## src/csr_pkg.sv

```systemverilog
// Constants, carriers and state layout for the core status/option bank.
// Assumes one clock domain; the core presents one request per cycle.
package csr_pkg;
    // Byte offsets on the register bus
    localparam logic [11:0] CSR_OFF_STATUS = 12'h000;
    localparam logic [11:0] CSR_OFF_OPTION = 12'h004;
    localparam logic [11:0] CSR_OFF_PULLUP = 12'h008;
    localparam logic [11:0] CSR_OFF_TICK   = 12'h00C;
    // Status field positions
    localparam int CSR_ST_C   = 0;
    localparam int CSR_ST_DC  = 1;
    localparam int CSR_ST_Z   = 2;
    localparam int CSR_ST_PD  = 3;
    localparam int CSR_ST_TO  = 4;
    localparam int CSR_ST_RP0 = 5;
    localparam int CSR_ST_RP1 = 6;
    localparam int CSR_ST_IRP = 7;
    // Option field positions
    localparam int CSR_OP_PS0   = 0;
    localparam int CSR_OP_PS2   = 2;
    localparam int CSR_OP_OWNER = 3;
    localparam int CSR_OP_TEDGE = 4;
    localparam int CSR_OP_TSRC  = 5;
    localparam int CSR_OP_IEDGE = 6;
    localparam int CSR_OP_PUDIS = 7;
    // Reset values and the select code for an unmapped address
    localparam logic [7:0] CSR_STATUS_RST = 8'h18;
    localparam logic [7:0] CSR_OPTION_RST = 8'hFF;
    localparam logic [7:0] CSR_PULLUP_RST = 8'h00;
    localparam logic [7:0] CSR_TICK_RST   = 8'h00;
    localparam logic [2:0] CSR_SEL_NONE   = 3'h7;

    typedef enum logic [3:0] {
        CSR_NONE, CSR_ADD, CSR_SUB, CSR_AND, CSR_IOR, CSR_XOR,
        CSR_ROTL, CSR_ROTR, CSR_MOVE, CSR_CLEAR
    } csr_op_type;

    typedef struct packed {
        csr_op_type op;
        logic [7:0] acc;
        logic [7:0] file;
        logic       dest_status;
        logic       dest_option;
        logic [6:0] dir_addr;
        logic [7:0] fsr;
    } csr_core_req_type;

    typedef struct packed {
        logic [7:0] res;
        logic       z;
        logic       dc;
        logic       c;
        logic       z_upd;
        logic       dc_upd;
        logic       c_upd;
    } csr_alu_type;

    typedef struct packed {
        logic [7:0]  status;
        logic [7:0]  option;
        logic [7:0]  pullup_mask;
        logic [7:0]  tick_count;
        logic [7:0]  prescale;
        logic        ext_s1;
        logic        ext_s2;
        logic        ext_p;
        logic        tck_s1;
        logic        tck_s2;
        logic        tck_p;
        logic        pready;
        logic        pslverr;
        logic [31:0] prdata;
        logic [7:0]  alu_result;
        logic [8:0]  dir_addr;
        logic [8:0]  ind_addr;
        logic [7:0]  pullup_en;
        logic        ext_irq;
        logic        tick_ovf;
        logic        wdt_tick;
    } csr_state_type;

    localparam csr_state_type CSR_STATE_RST = '{
        status: CSR_STATUS_RST, option: CSR_OPTION_RST,
        pullup_mask: CSR_PULLUP_RST, tick_count: CSR_TICK_RST,
        default: '0
    };
endpackage

```

## src/csr_core_status_option_regs.sv

```systemverilog
// Core status and option registers with flag logic, bank select,
// pull-up gating, external edge select and shared prescaler.
// Assumes APB master on pclk; core strobes are pclk-synchronous pulses.
//
// The APB interface to the registers and the address map were chosen for this implementation.
`timescale 1ns/1ps
// Behaviour
// RULE1: Flag-writing ops keep computed Z, DC, C
// RULE2: Expiry and power-down flags ignore writes
// RULE3: File clear zeroes banks, sets Z
// RULE4: Software alters status with flagless ops
// RULE5: Subtraction carries mean inverted borrow
// RULE6: Indirect bank bit picks upper half
// RULE7: Direct bank bits pick one of four
// RULE8: Expiry flag set on reset, kick, sleep
// RULE9: Watchdog timeout clears expiry flag
// RULE10: Power-down set on reset, kick; sleep clears
// RULE11: Zero flag marks zero result
// RULE12: Digit carry from low nibble
// RULE13: Carry from top bit
// RULE14: Subtract via complement; rotates load carry
// RULE15: Option fully read/write, resets to ones
// RULE16: Pull-up disable overrides mask bits
// RULE17: Edge bit picks external interrupt edge
// RULE18: Source bit picks pin or cycle clock
// RULE19: Edge bit picks pin transition direction
// RULE20: Owner bit gives prescaler to watchdog
// RULE21: Ratio field doubles divide per step
module csr_core_status_option_regs (
    input  wire logic                      pclk,
    input  wire logic                      presetn,
    input  wire logic                      psel,
    input  wire logic                      penable,
    input  wire logic                      pwrite,
    input  wire logic [11:0]               paddr,
    input  wire logic [31:0]               pwdata,
    output logic      [31:0]               prdata,
    output logic                           pready,
    output logic                           pslverr,
    input  wire csr_pkg::csr_core_req_type core_req,
    input  wire logic                      watchdog_kick_op,
    input  wire logic                      sleep_op,
    input  wire logic                      watchdog_timeout,
    input  wire logic                      instr_cycle,
    input  wire logic                      wdt_base_tick,
    input  wire logic                      ext_irq_pin,
    input  wire logic                      tick_input_pin,
    output logic      [7:0]                status_flags,
    output logic      [7:0]                option_bits,
    output logic      [7:0]                alu_result,
    output logic      [8:0]                dir_addr,
    output logic      [8:0]                ind_addr,
    output logic      [7:0]                pullup_en,
    output logic                           ext_irq_event,
    output logic                           tick_overflow,
    output logic                           wdt_tick
);
    csr_pkg::csr_state_type q;
    csr_pkg::csr_state_type d;
    csr_pkg::csr_alu_type   alu;
    logic [2:0] sel;
    logic       src_ev;
    logic       tick_inc;
    logic [3:0] ps;

    // Register select from byte address
    function automatic logic [2:0] csr_sel(input logic [11:0] a);
        unique case (a)
            csr_pkg::CSR_OFF_STATUS: csr_sel = 3'h0;
            csr_pkg::CSR_OFF_OPTION: csr_sel = 3'h1;
            csr_pkg::CSR_OFF_PULLUP: csr_sel = 3'h2;
            csr_pkg::CSR_OFF_TICK:   csr_sel = 3'h3;
            default:                 csr_sel = csr_pkg::CSR_SEL_NONE;
        endcase
    endfunction

    // Low n bits set, n in 0..8
    function automatic logic [7:0] csr_mask(input logic [3:0] n);
        csr_mask = 8'hFF >> (4'h8 - n);
    endfunction

    function automatic csr_pkg::csr_alu_type csr_alu(
        input csr_pkg::csr_core_req_type r,
        input logic                      cin
    );
        logic [8:0] sum;
        logic [4:0] nib;
        csr_pkg::csr_alu_type o;
        sum = 9'h000;
        nib = 5'h00;
        o   = '0;
        unique case (r.op)
            csr_pkg::CSR_ADD: begin
                sum = {1'b0, r.file} + {1'b0, r.acc};
                nib = {1'b0, r.file[3:0]} + {1'b0, r.acc[3:0]};
            end
            csr_pkg::CSR_SUB: begin
                // File minus accumulator as add of complement
                sum = {1'b0, r.file} + {1'b0, ~r.acc} + 9'h001; // RULE14
                nib = {1'b0, r.file[3:0]} + {1'b0, ~r.acc[3:0]} + 5'h01;
            end
            default: begin
                sum = 9'h000;
                nib = 5'h00;
            end
        endcase
        unique case (r.op)
            csr_pkg::CSR_ADD, csr_pkg::CSR_SUB: begin
                o.res    = sum[7:0];
                o.c      = sum[8]; // RULE13 RULE5
                o.dc     = nib[4]; // RULE12
                o.c_upd  = 1'b1;
                o.dc_upd = 1'b1;
                o.z_upd  = 1'b1;
            end
            csr_pkg::CSR_AND: begin
                o.res   = r.acc & r.file;
                o.z_upd = 1'b1;
            end
            csr_pkg::CSR_IOR: begin
                o.res   = r.acc | r.file;
                o.z_upd = 1'b1;
            end
            csr_pkg::CSR_XOR: begin
                o.res   = r.acc ^ r.file;
                o.z_upd = 1'b1;
            end
            csr_pkg::CSR_ROTL: begin
                o.res   = {r.file[6:0], cin};
                o.c     = r.file[7]; // RULE14
                o.c_upd = 1'b1;
            end
            csr_pkg::CSR_ROTR: begin
                o.res   = {cin, r.file[7:1]};
                o.c     = r.file[0]; // RULE14
                o.c_upd = 1'b1;
            end
            csr_pkg::CSR_CLEAR: begin
                o.res   = 8'h00;
                o.z_upd = 1'b1;
            end
            csr_pkg::CSR_MOVE: o.res = r.acc;
            csr_pkg::CSR_NONE: o.res = 8'h00;
            default:           o.res = 8'h00;
        endcase
        o.z = (o.res == 8'h00); // RULE11
        return o;
    endfunction

    assign alu = csr_alu(core_req, q.status[csr_pkg::CSR_ST_C]);
    assign sel = csr_sel(paddr);
    assign ps  = {1'b0, q.option[csr_pkg::CSR_OP_PS2:csr_pkg::CSR_OP_PS0]};

    // Tick event source; pin path is already synchronised
    always_comb begin
        if (q.option[csr_pkg::CSR_OP_TSRC]) begin // RULE18
            if (q.option[csr_pkg::CSR_OP_TEDGE]) begin // RULE19
                src_ev = q.tck_p & ~q.tck_s2;
            end else begin
                src_ev = ~q.tck_p & q.tck_s2;
            end
        end else begin
            src_ev = instr_cycle;
        end
        if (q.option[csr_pkg::CSR_OP_OWNER]) begin // RULE20
            tick_inc = src_ev;
        end else begin
            // Divide by two to the power ps+1
            tick_inc = src_ev && ((q.prescale & csr_mask(ps + 4'h1)) == csr_mask(ps + 4'h1)); // RULE21
        end
    end

    always_comb begin
        d = q;
        d.alu_result = alu.res;
        // Setup cycle arms pready, so every access takes one wait-free cycle
        d.pready = psel & ~penable;
        if (psel && !penable) begin
            d.pslverr = (sel == csr_pkg::CSR_SEL_NONE);
            unique case (sel)
                3'h0:    d.prdata = {24'h000000, q.status};
                3'h1:    d.prdata = {24'h000000, q.option};
                3'h2:    d.prdata = {24'h000000, q.pullup_mask};
                3'h3:    d.prdata = {24'h000000, q.tick_count};
                default: d.prdata = 32'h00000000;
            endcase
        end
        if (psel && penable && q.pready && pwrite) begin
            unique case (sel)
                3'h0: d.status = {pwdata[7:5], q.status[4:3], pwdata[2:0]}; // RULE2
                3'h1: d.option = pwdata[7:0]; // RULE15
                3'h2: d.pullup_mask = pwdata[7:0];
                3'h3: d.tick_count = pwdata[7:0];
                default: d.pslverr = q.pslverr;
            endcase
        end
        // Core write beats a bus write in the same cycle
        if (core_req.op != csr_pkg::CSR_NONE) begin
            if (core_req.dest_option) begin
                d.option = alu.res;
            end
            if (core_req.dest_status) begin
                // Any flag-affecting op blocks the write of all three flags
                d.status = {alu.res[7:5], q.status[4:3],
                            (alu.z_upd || alu.dc_upd || alu.c_upd) ? q.status[2:0] : alu.res[2:0]}; // RULE1 RULE2 RULE3
            end
            // Computed flags override any written value
            if (alu.z_upd) begin
                d.status[csr_pkg::CSR_ST_Z] = alu.z; // RULE1 RULE11
            end
            if (alu.dc_upd) begin
                d.status[csr_pkg::CSR_ST_DC] = alu.dc; // RULE1 RULE12
            end
            if (alu.c_upd) begin
                d.status[csr_pkg::CSR_ST_C] = alu.c; // RULE1 RULE13
            end
        end
        // Set events win over the timeout clear
        if (watchdog_timeout) begin
            d.status[csr_pkg::CSR_ST_TO] = 1'b0; // RULE9
        end
        if (watchdog_kick_op || sleep_op) begin
            d.status[csr_pkg::CSR_ST_TO] = 1'b1; // RULE8
        end
        if (sleep_op) begin
            d.status[csr_pkg::CSR_ST_PD] = 1'b0; // RULE10
        end
        if (watchdog_kick_op) begin
            d.status[csr_pkg::CSR_ST_PD] = 1'b1; // RULE10
        end
        d.dir_addr = {q.status[csr_pkg::CSR_ST_RP1:csr_pkg::CSR_ST_RP0], core_req.dir_addr}; // RULE7
        d.ind_addr = {q.status[csr_pkg::CSR_ST_IRP], core_req.fsr}; // RULE6
        d.pullup_en = q.option[csr_pkg::CSR_OP_PUDIS] ? 8'h00 : q.pullup_mask; // RULE16
        d.ext_s1 = ext_irq_pin;
        d.ext_s2 = q.ext_s1;
        d.ext_p  = q.ext_s2;
        d.tck_s1 = tick_input_pin;
        d.tck_s2 = q.tck_s1;
        d.tck_p  = q.tck_s2;
        if (q.option[csr_pkg::CSR_OP_IEDGE]) begin // RULE17
            d.ext_irq = q.ext_s2 & ~q.ext_p;
        end else begin
            d.ext_irq = ~q.ext_s2 & q.ext_p;
        end
        // Shared prescaler follows its owner
        if (q.option[csr_pkg::CSR_OP_OWNER]) begin // RULE20
            if (wdt_base_tick) begin
                d.prescale = q.prescale + 8'h01;
            end
            d.wdt_tick = wdt_base_tick && ((q.prescale & csr_mask(ps)) == csr_mask(ps)); // RULE21
        end else begin
            if (src_ev) begin
                d.prescale = q.prescale + 8'h01;
            end
            d.wdt_tick = wdt_base_tick;
        end
        d.tick_ovf = tick_inc && (q.tick_count == 8'hFF);
        if (tick_inc) begin
            d.tick_count = q.tick_count + 8'h01;
        end
    end

    always_ff @(posedge pclk or negedge presetn) begin
        if (!presetn) begin
            q <= csr_pkg::CSR_STATE_RST; // RULE8 RULE10 RULE15
        end else begin
            q <= d;
        end
    end

    assign prdata        = q.prdata;
    assign pready        = q.pready;
    assign pslverr       = q.pslverr;
    assign status_flags  = q.status;
    assign option_bits   = q.option;
    assign alu_result    = q.alu_result;
    assign dir_addr      = q.dir_addr;
    assign ind_addr      = q.ind_addr;
    assign pullup_en     = q.pullup_en;
    assign ext_irq_event = q.ext_irq;
    assign tick_overflow = q.tick_ovf;
    assign wdt_tick      = q.wdt_tick;

    logic quiet;
    assign quiet = !watchdog_kick_op && !sleep_op && !watchdog_timeout;
endmodule // csr_core_status_option_regs

```

## config.mk

```make
export PLATFORM = sky130hd
export DESIGN_NAME = csr_core_status_option_regs
export DESIGN_NICKNAME = d
export VERILOG_FILES = /design/src/csr_pkg.sv /design/src/csr_core_status_option_regs.sv
export SDC_FILE = /design/constraint.sdc
export NUM_CORES = 1
export LEC_CHECK = 0
export ABC_AREA = 1
export CORE_MARGIN = 5
export CORE_UTILIZATION = 55
export CTS_CLUSTER_SIZE = 8
export DETAILED_ROUTE_END_ITERATION = 16
export DONT_BUFFER_PORTS = 1
export GPL_ROUTABILITY_DRIVEN = 0
export HOLD_SLACK_MARGIN = 0.12
export PLACE_DENSITY = 0.81
export SLEW_MARGIN = 15
export SYNTH_ARGS = -nofsm -noshare
export SYNTH_HDL_FRONTEND = slang
export SYNTH_SLANG_ARGS = --single-unit
```

## constraint.sdc

```tcl
create_clock -name pclk -period 2 [get_ports pclk]
set_input_delay 0.1 -clock pclk [delete_from_list [all_inputs] [get_ports pclk]]
set_output_delay 0.1 -clock pclk [all_outputs]
set_load 0.005 [all_outputs]
```

# Word-level counts from Yosys, hierarchy flattened
# Index checks and enable logic that the tools add are counted.
[totals]
ff_bits = 117
in_bits = 93
wordCells = 146
[classes]
addsub = 11
eq_ne = 26
shifts = 2
n_mux = 39
bitwise_logic = 17
reduce_logical = 25
[op_table]
columns = ["operator", "n"]
rows = [
  ["2-to-1 mux 8 bit", 11],
  ["case mux 8 bit (7 select lines)", 1],
  ["2-to-1 mux 33 bit", 1],
  ["2-to-1 mux 32 bit", 1],
  ["case mux 8 bit (4 select lines)", 1],
  ["bitwise AND 8 bit", 3],
  ["== test 12 x 4 -> 1 bit (second input constant)", 2],
  ["adder 8 x 8 -> 9 bit", 2],
  ["2-to-1 mux 1 bit", 18],
  ["case mux 9 bit (2 select lines)", 1],
  ["adder 8 x 1 -> 8 bit (second input constant)", 2],
  ["== test 4 x 3 -> 1 bit (second input constant)", 4],
  ["== test 8 bit", 2],
  ["2-to-1 mux 16 bit", 1],
  ["inequality test 4 bit (second input constant)", 4],
  ["right shift 8 x 4 -> 8 bit (first input constant)", 2],
  ["== test 12 x 3 -> 1 bit (second input constant)", 1],
  ["logical NOT 12 bit", 1],
  ["case mux 3 bit (4 select lines)", 1],
  ["adder 4 x 4 -> 5 bit", 2],
  ["case mux 5 bit (2 select lines)", 1],
  ["adder 9 x 1 -> 9 bit (second input constant)", 1],
  ["== test 4 x 2 -> 1 bit (second input constant)", 2],
  ["== test 4 bit (second input constant)", 2],
  ["30 further kinds", 53],
]

# Longest topological paths before layout
[depth]
depth_word = 11
mapped_depth = 17
depth_no_buf = 17

# Worst setup path before layout
# Ideal clock, no wire load.
[synth_path]
kind = "register to register"
start = "register q (netlist bit option_bits[1])"
end = "register q[88] (netlist name)"
setup_ns = 0.129
arrival_ns = 1.930
slack_ns = -0.059
stages_incl_launch_ff = 13
n_path_buf = 1
synth_period_minus_slack_ns = 2.059
cell_sequence = "dfstp_2 -> inv_1 -> ha_1 -> ha_1 -> nor2_1 -> a21oi_1 -> o211ai_1 -> o21ai_0 -> nand2_1 -> clkbuf_1 -> o21ai_0 -> o21ai_0 -> o21ai_0"
[synth_via]
elab_chain_len = 9
word_cells_on_any_way = 11
classes_between = "add/sub (2); eq/ne (1); shift (1); mux (2); bitwise (1); reduce/logical (4)"
[synth_rtl]
columns = ["element", "line", "rtl"]
rows = [
  ["start: declaration", "csr_core_status_option_regs.sv:58", "csr_pkg::csr_state_type q;"],
  ["start signal: assignment", "csr_core_status_option_regs.sv:265", "q <= csr_pkg::CSR_STATE_RST;"],
  ["adder 3 x 1 -> 4 bit (*)", "csr_core_status_option_regs.sv:169", "tick_inc = src_ev && ((q.prescale & csr_mask(ps + 4'h1)) == csr_mask(ps + 4'h1));"],
  ["subtractor 4 bit (*)", "csr_core_status_option_regs.sv:79", "csr_mask = 8'hFF >> (4'h8 - n);"],
  ["right shift 8 x 4 -> 8 bit (*)", "csr_core_status_option_regs.sv:79", ""],
  ["bitwise AND 8 bit", "csr_core_status_option_regs.sv:169", ""],
  ["== test 8 bit (*)", "csr_core_status_option_regs.sv:169", ""],
  ["logical AND 1 bit (*)", "csr_core_status_option_regs.sv:169", ""],
  ["2-to-1 mux 1 bit (*)", "csr_core_status_option_regs.sv:165", "if (q.option[csr_pkg::CSR_OP_OWNER]) begin"],
  ["nonzero test 2 bit (no source line)", "n/a", ""],
  ["AND reduction 2 bit (no source line)", "n/a", ""],
]
# Every way passes the cells marked *; elsewhere a longest branch is shown, timed or not.
# A chain may end at the register's enable or synchronous reset.

# Final worst setup path
[layout_path]
start = "register q (netlist bit option_bits[1])"
end = "register q[90] (netlist name)"
# The elaborated chain is that of the path after synthesis.

==> impl_metrics.toml <==
[clock_tree]
htree_num_levels = 3
numCtsBuffers = 9
postCtsHoldBufs = 41
clock_path_buffers = 2
cts.clk_slew.worst_paths_ps = 70
clock-sinks = 93
ctsRootBufferMaster = "clkbuf_16"
cts_tree = "built"
clock_latency_ps = 350

[sta]
period_needed_ps = 1980
tightest_slew_ps = 633
max_freq_mhz = 505
rsz0062_at_grt = "true"
finalCritPeriodShare = 0.990
skew_ps = 9.35
slew_viol_final = 0
whs_ps = -558
setup_viol = 0
relSlewSlack = 0.577
final-hold-violation-count = 93

[place]
placed_area_mm2 = 0.00593
io_buffers = 0
hpwl_um = 11700

[final_layout]
multi_input_area_mm2 = 0.00294
fillCellCount = 905
drive_gt1_frac = 0.113
final_common_cell = "nand2_1"
final_nets = 946
n_antenna_cell = 0
fin_area_mm2 = 0.00686
final_cell_mix = "nand2_1, inv_1, dfrtp_1"
seqCellArea_mm2 = 0.00234
area_growth_pct = 10.7

[yosys]
yosys.area.top_type = "dfrtp_1"
ys_warn_count = 0
synthArstFlopShare = 1.00
synth_flop_cell = "dfrtp_1"
yosysTopAreaCellShare = 0.335
synth_edf_count = 0
syn_avg_cell_area_um2 = 7.61
netlist_instances = 814
synth_cell_type_count = 38
ys_ff_latch = 93
yosysSeqAreaShare = 0.378
syn_area_mm2 = 0.00620
synthTopCellsByArea = "dfrtp_1, buf_4, nand2_1"

[power_and_ir_drop]
netSwitchingFraction = 0.333
combPwrFrac = 0.256
power_density_mw_per_mm2 = 850
peakVddDrop_v = 0.000819
p_int_mw = 3.89
leakagePower_nw = 3.48
clockPowerShare = 0.320
p_seq_frac = 0.424
p_sw_mw = 1.94

[critical_path]
reg2reg_slack_ps = 20
cp.required_ps = 2230
crit_fanout = 6
cp-end-kind = "flip-flop"
critical_path_class = "flip-flop to flip-flop"
start_kind = "flip-flop"
crit_arrival_ps = 2210

[die]
start_util = 0.567
num_rows = 38
dieWidth_um = 116
die_y_um = 116
core_area_mm2 = 0.0109
io_pins = 180
dieArea_mm2 = 0.0135

[run_status]
status = "complete, but fails checks"
violations = "negative hold slack"

[global_routing]
grt_pass1_wl_um = 25800
gr-total-overflow = 0
grtUsageTotal = 0.245
antenna_found_initial = 0
grt_pass1_vias = 5123
grt_max_degree = 94

[detailed_routing]
postRouteAntennaNets = 0
drc_errors = 0
dr.pass1.iters = 6
drtIter0Drc = 794
wl_per_cell_um = 17.9
drt-vias-per-instance = 5.65
wirelength_um = 17200
vias = 5444

[hold_path]
hold_class = "input pin to asynchronous set/reset pin"

[run]
drv_cap = 0
==> state kept, by name, indices dropped and copies added (netlist names), 4 cells and up <==
signal        cells
option_bits       8
d                 4
alu_result        8
status_flags      8
dir_addr          9
prdata            8
ind_addr          9
pullup_en         8
q                26
==> path summary, 6_finish.rpt <==
path | startpoint | to | depth (start not counted)
hold / removal | presetn | prdata[4]$_DFFE_PN0P_ | 0
min in group pclk | core_req[25] | alu_result[0]$_DFF_PN0_ | 4
max in group asynchronous | presetn | option_bits[0]$_DFF_PN1_ | 0
hold reg to reg | d[72]$_DFF_PN0_ | d[71]$_DFF_PN0_ | 0
setup / recovery | option_bits[1]$_DFF_PN1_ | q[90]$_DFFE_PN0P_ | 12
setup reg to reg | option_bits[1]$_DFF_PN1_ | q[90]$_DFFE_PN0P_ | 12
==> power groups by stage <==
stage	logic, mW	clock network [mW]	registers, mW
after floorplan	1.07	0	2.37
final	1.49	1.87	2.47
after global routing	1.65	1.95	2.50
after CTS	1.27	1.88	2.45
after detailed placement	1.17	0	2.48
after global placement	1.13	0	2.47
==> layout make-up <==
cell class / count / share of cell area
multi-input combinational: 531 / 0.429
sequential: 93 / 0.341
timing repair buffer: 63 / 0.0914
inverter: 121 / 0.0662
clock buffer: 10 / 0.0334
tap: 140 / 0.0255
clock inverter: 6 / 0.0137
==> layer usage <==
metal | up-vias | wire, µm | global-route usage
li1 | 2531 | - | -
met1 | 2526 | 6130 | 0.294
met2 | 337 | 8790 | 0.421
met3 | 50 | 1790 | 0.0689
met4 | 0 | 529 | 0.0897
met5 | - | 0 | 0
==> through the flow <==
step / power (mW) / utilization / cells / worst slack, ps / TNS, ps
2_1_floorplan: 3.44 / - / 837 / 20.5 / 0
3_3_place_gp: 3.60 / 0.543 / 902 / 42.8 / 0
3_5_place_dp: 3.65 / 0.543 / 902 / -0.788 / -0.788
4_1_cts: 5.60 / 0.610 / 959 / 3.71 / 0
5_1_grt: 6.10 / 0.627 / 964 / -42.2 / -241
6_report: 5.83 / 0.627 / 964 / 20.6 / 0
==> cell families (layout without fill, tap and decap cells) <==
kind of cell | Yosys count | count (layout) | share of synthesized area
other cells | 1 | 24 | 0.000605
fa+ha+maj | 34 | 34 | 0.0711
mux | 1 | 1 | 0.00182
xor+xnor | 12 | 12 | 0.0170
compound gates | 136 | 136 | 0.125
flops | 93 | 93 | 0.378
simple gates | 323 | 324 | 0.226
buf+inv | 214 | 200 | 0.182
==> worst max-delay path, cell delays in order (launching register included) <==
cell and delay, ps:
dfstp_2 550, inv_2 50, ha_4 170, ha_4 160
nor2_4 100, a21oi_2 40, o211ai_1 90, o21ai_1 110
nand2_2 180, buf_12 170, nand2_8 60, o21ai_2 80
o22ai_1 100
==> timing repair <==
item	4_1_cts	5_1_grt
resized for setup	3	46
endpoints found under the setup margin	3	11
buffers inserted	0	2
cloned	0	3
hold endpoints to repair	153	93
pin swaps	1	8
==> synth_stat cells (7+ instances only) <==
| library cell | n |
|---|---|
| nor2_2 | 7 |
| dfrtp_1 | 83 |
| inv_1 | 114 |
| ha_1 | 32 |
| dfstp_2 | 10 |
| buf_4 | 82 |
| o21ai_0 | 63 |
| nor3_1 | 8 |
| a21oi_1 | 23 |
| nand2_1 | 158 |
| xor2_1 | 12 |
| o211ai_1 | 17 |
| nand3_1 | 66 |
| nor2_1 | 68 |
| o22ai_1 | 16 |
(Power assumes the default switching activity.)
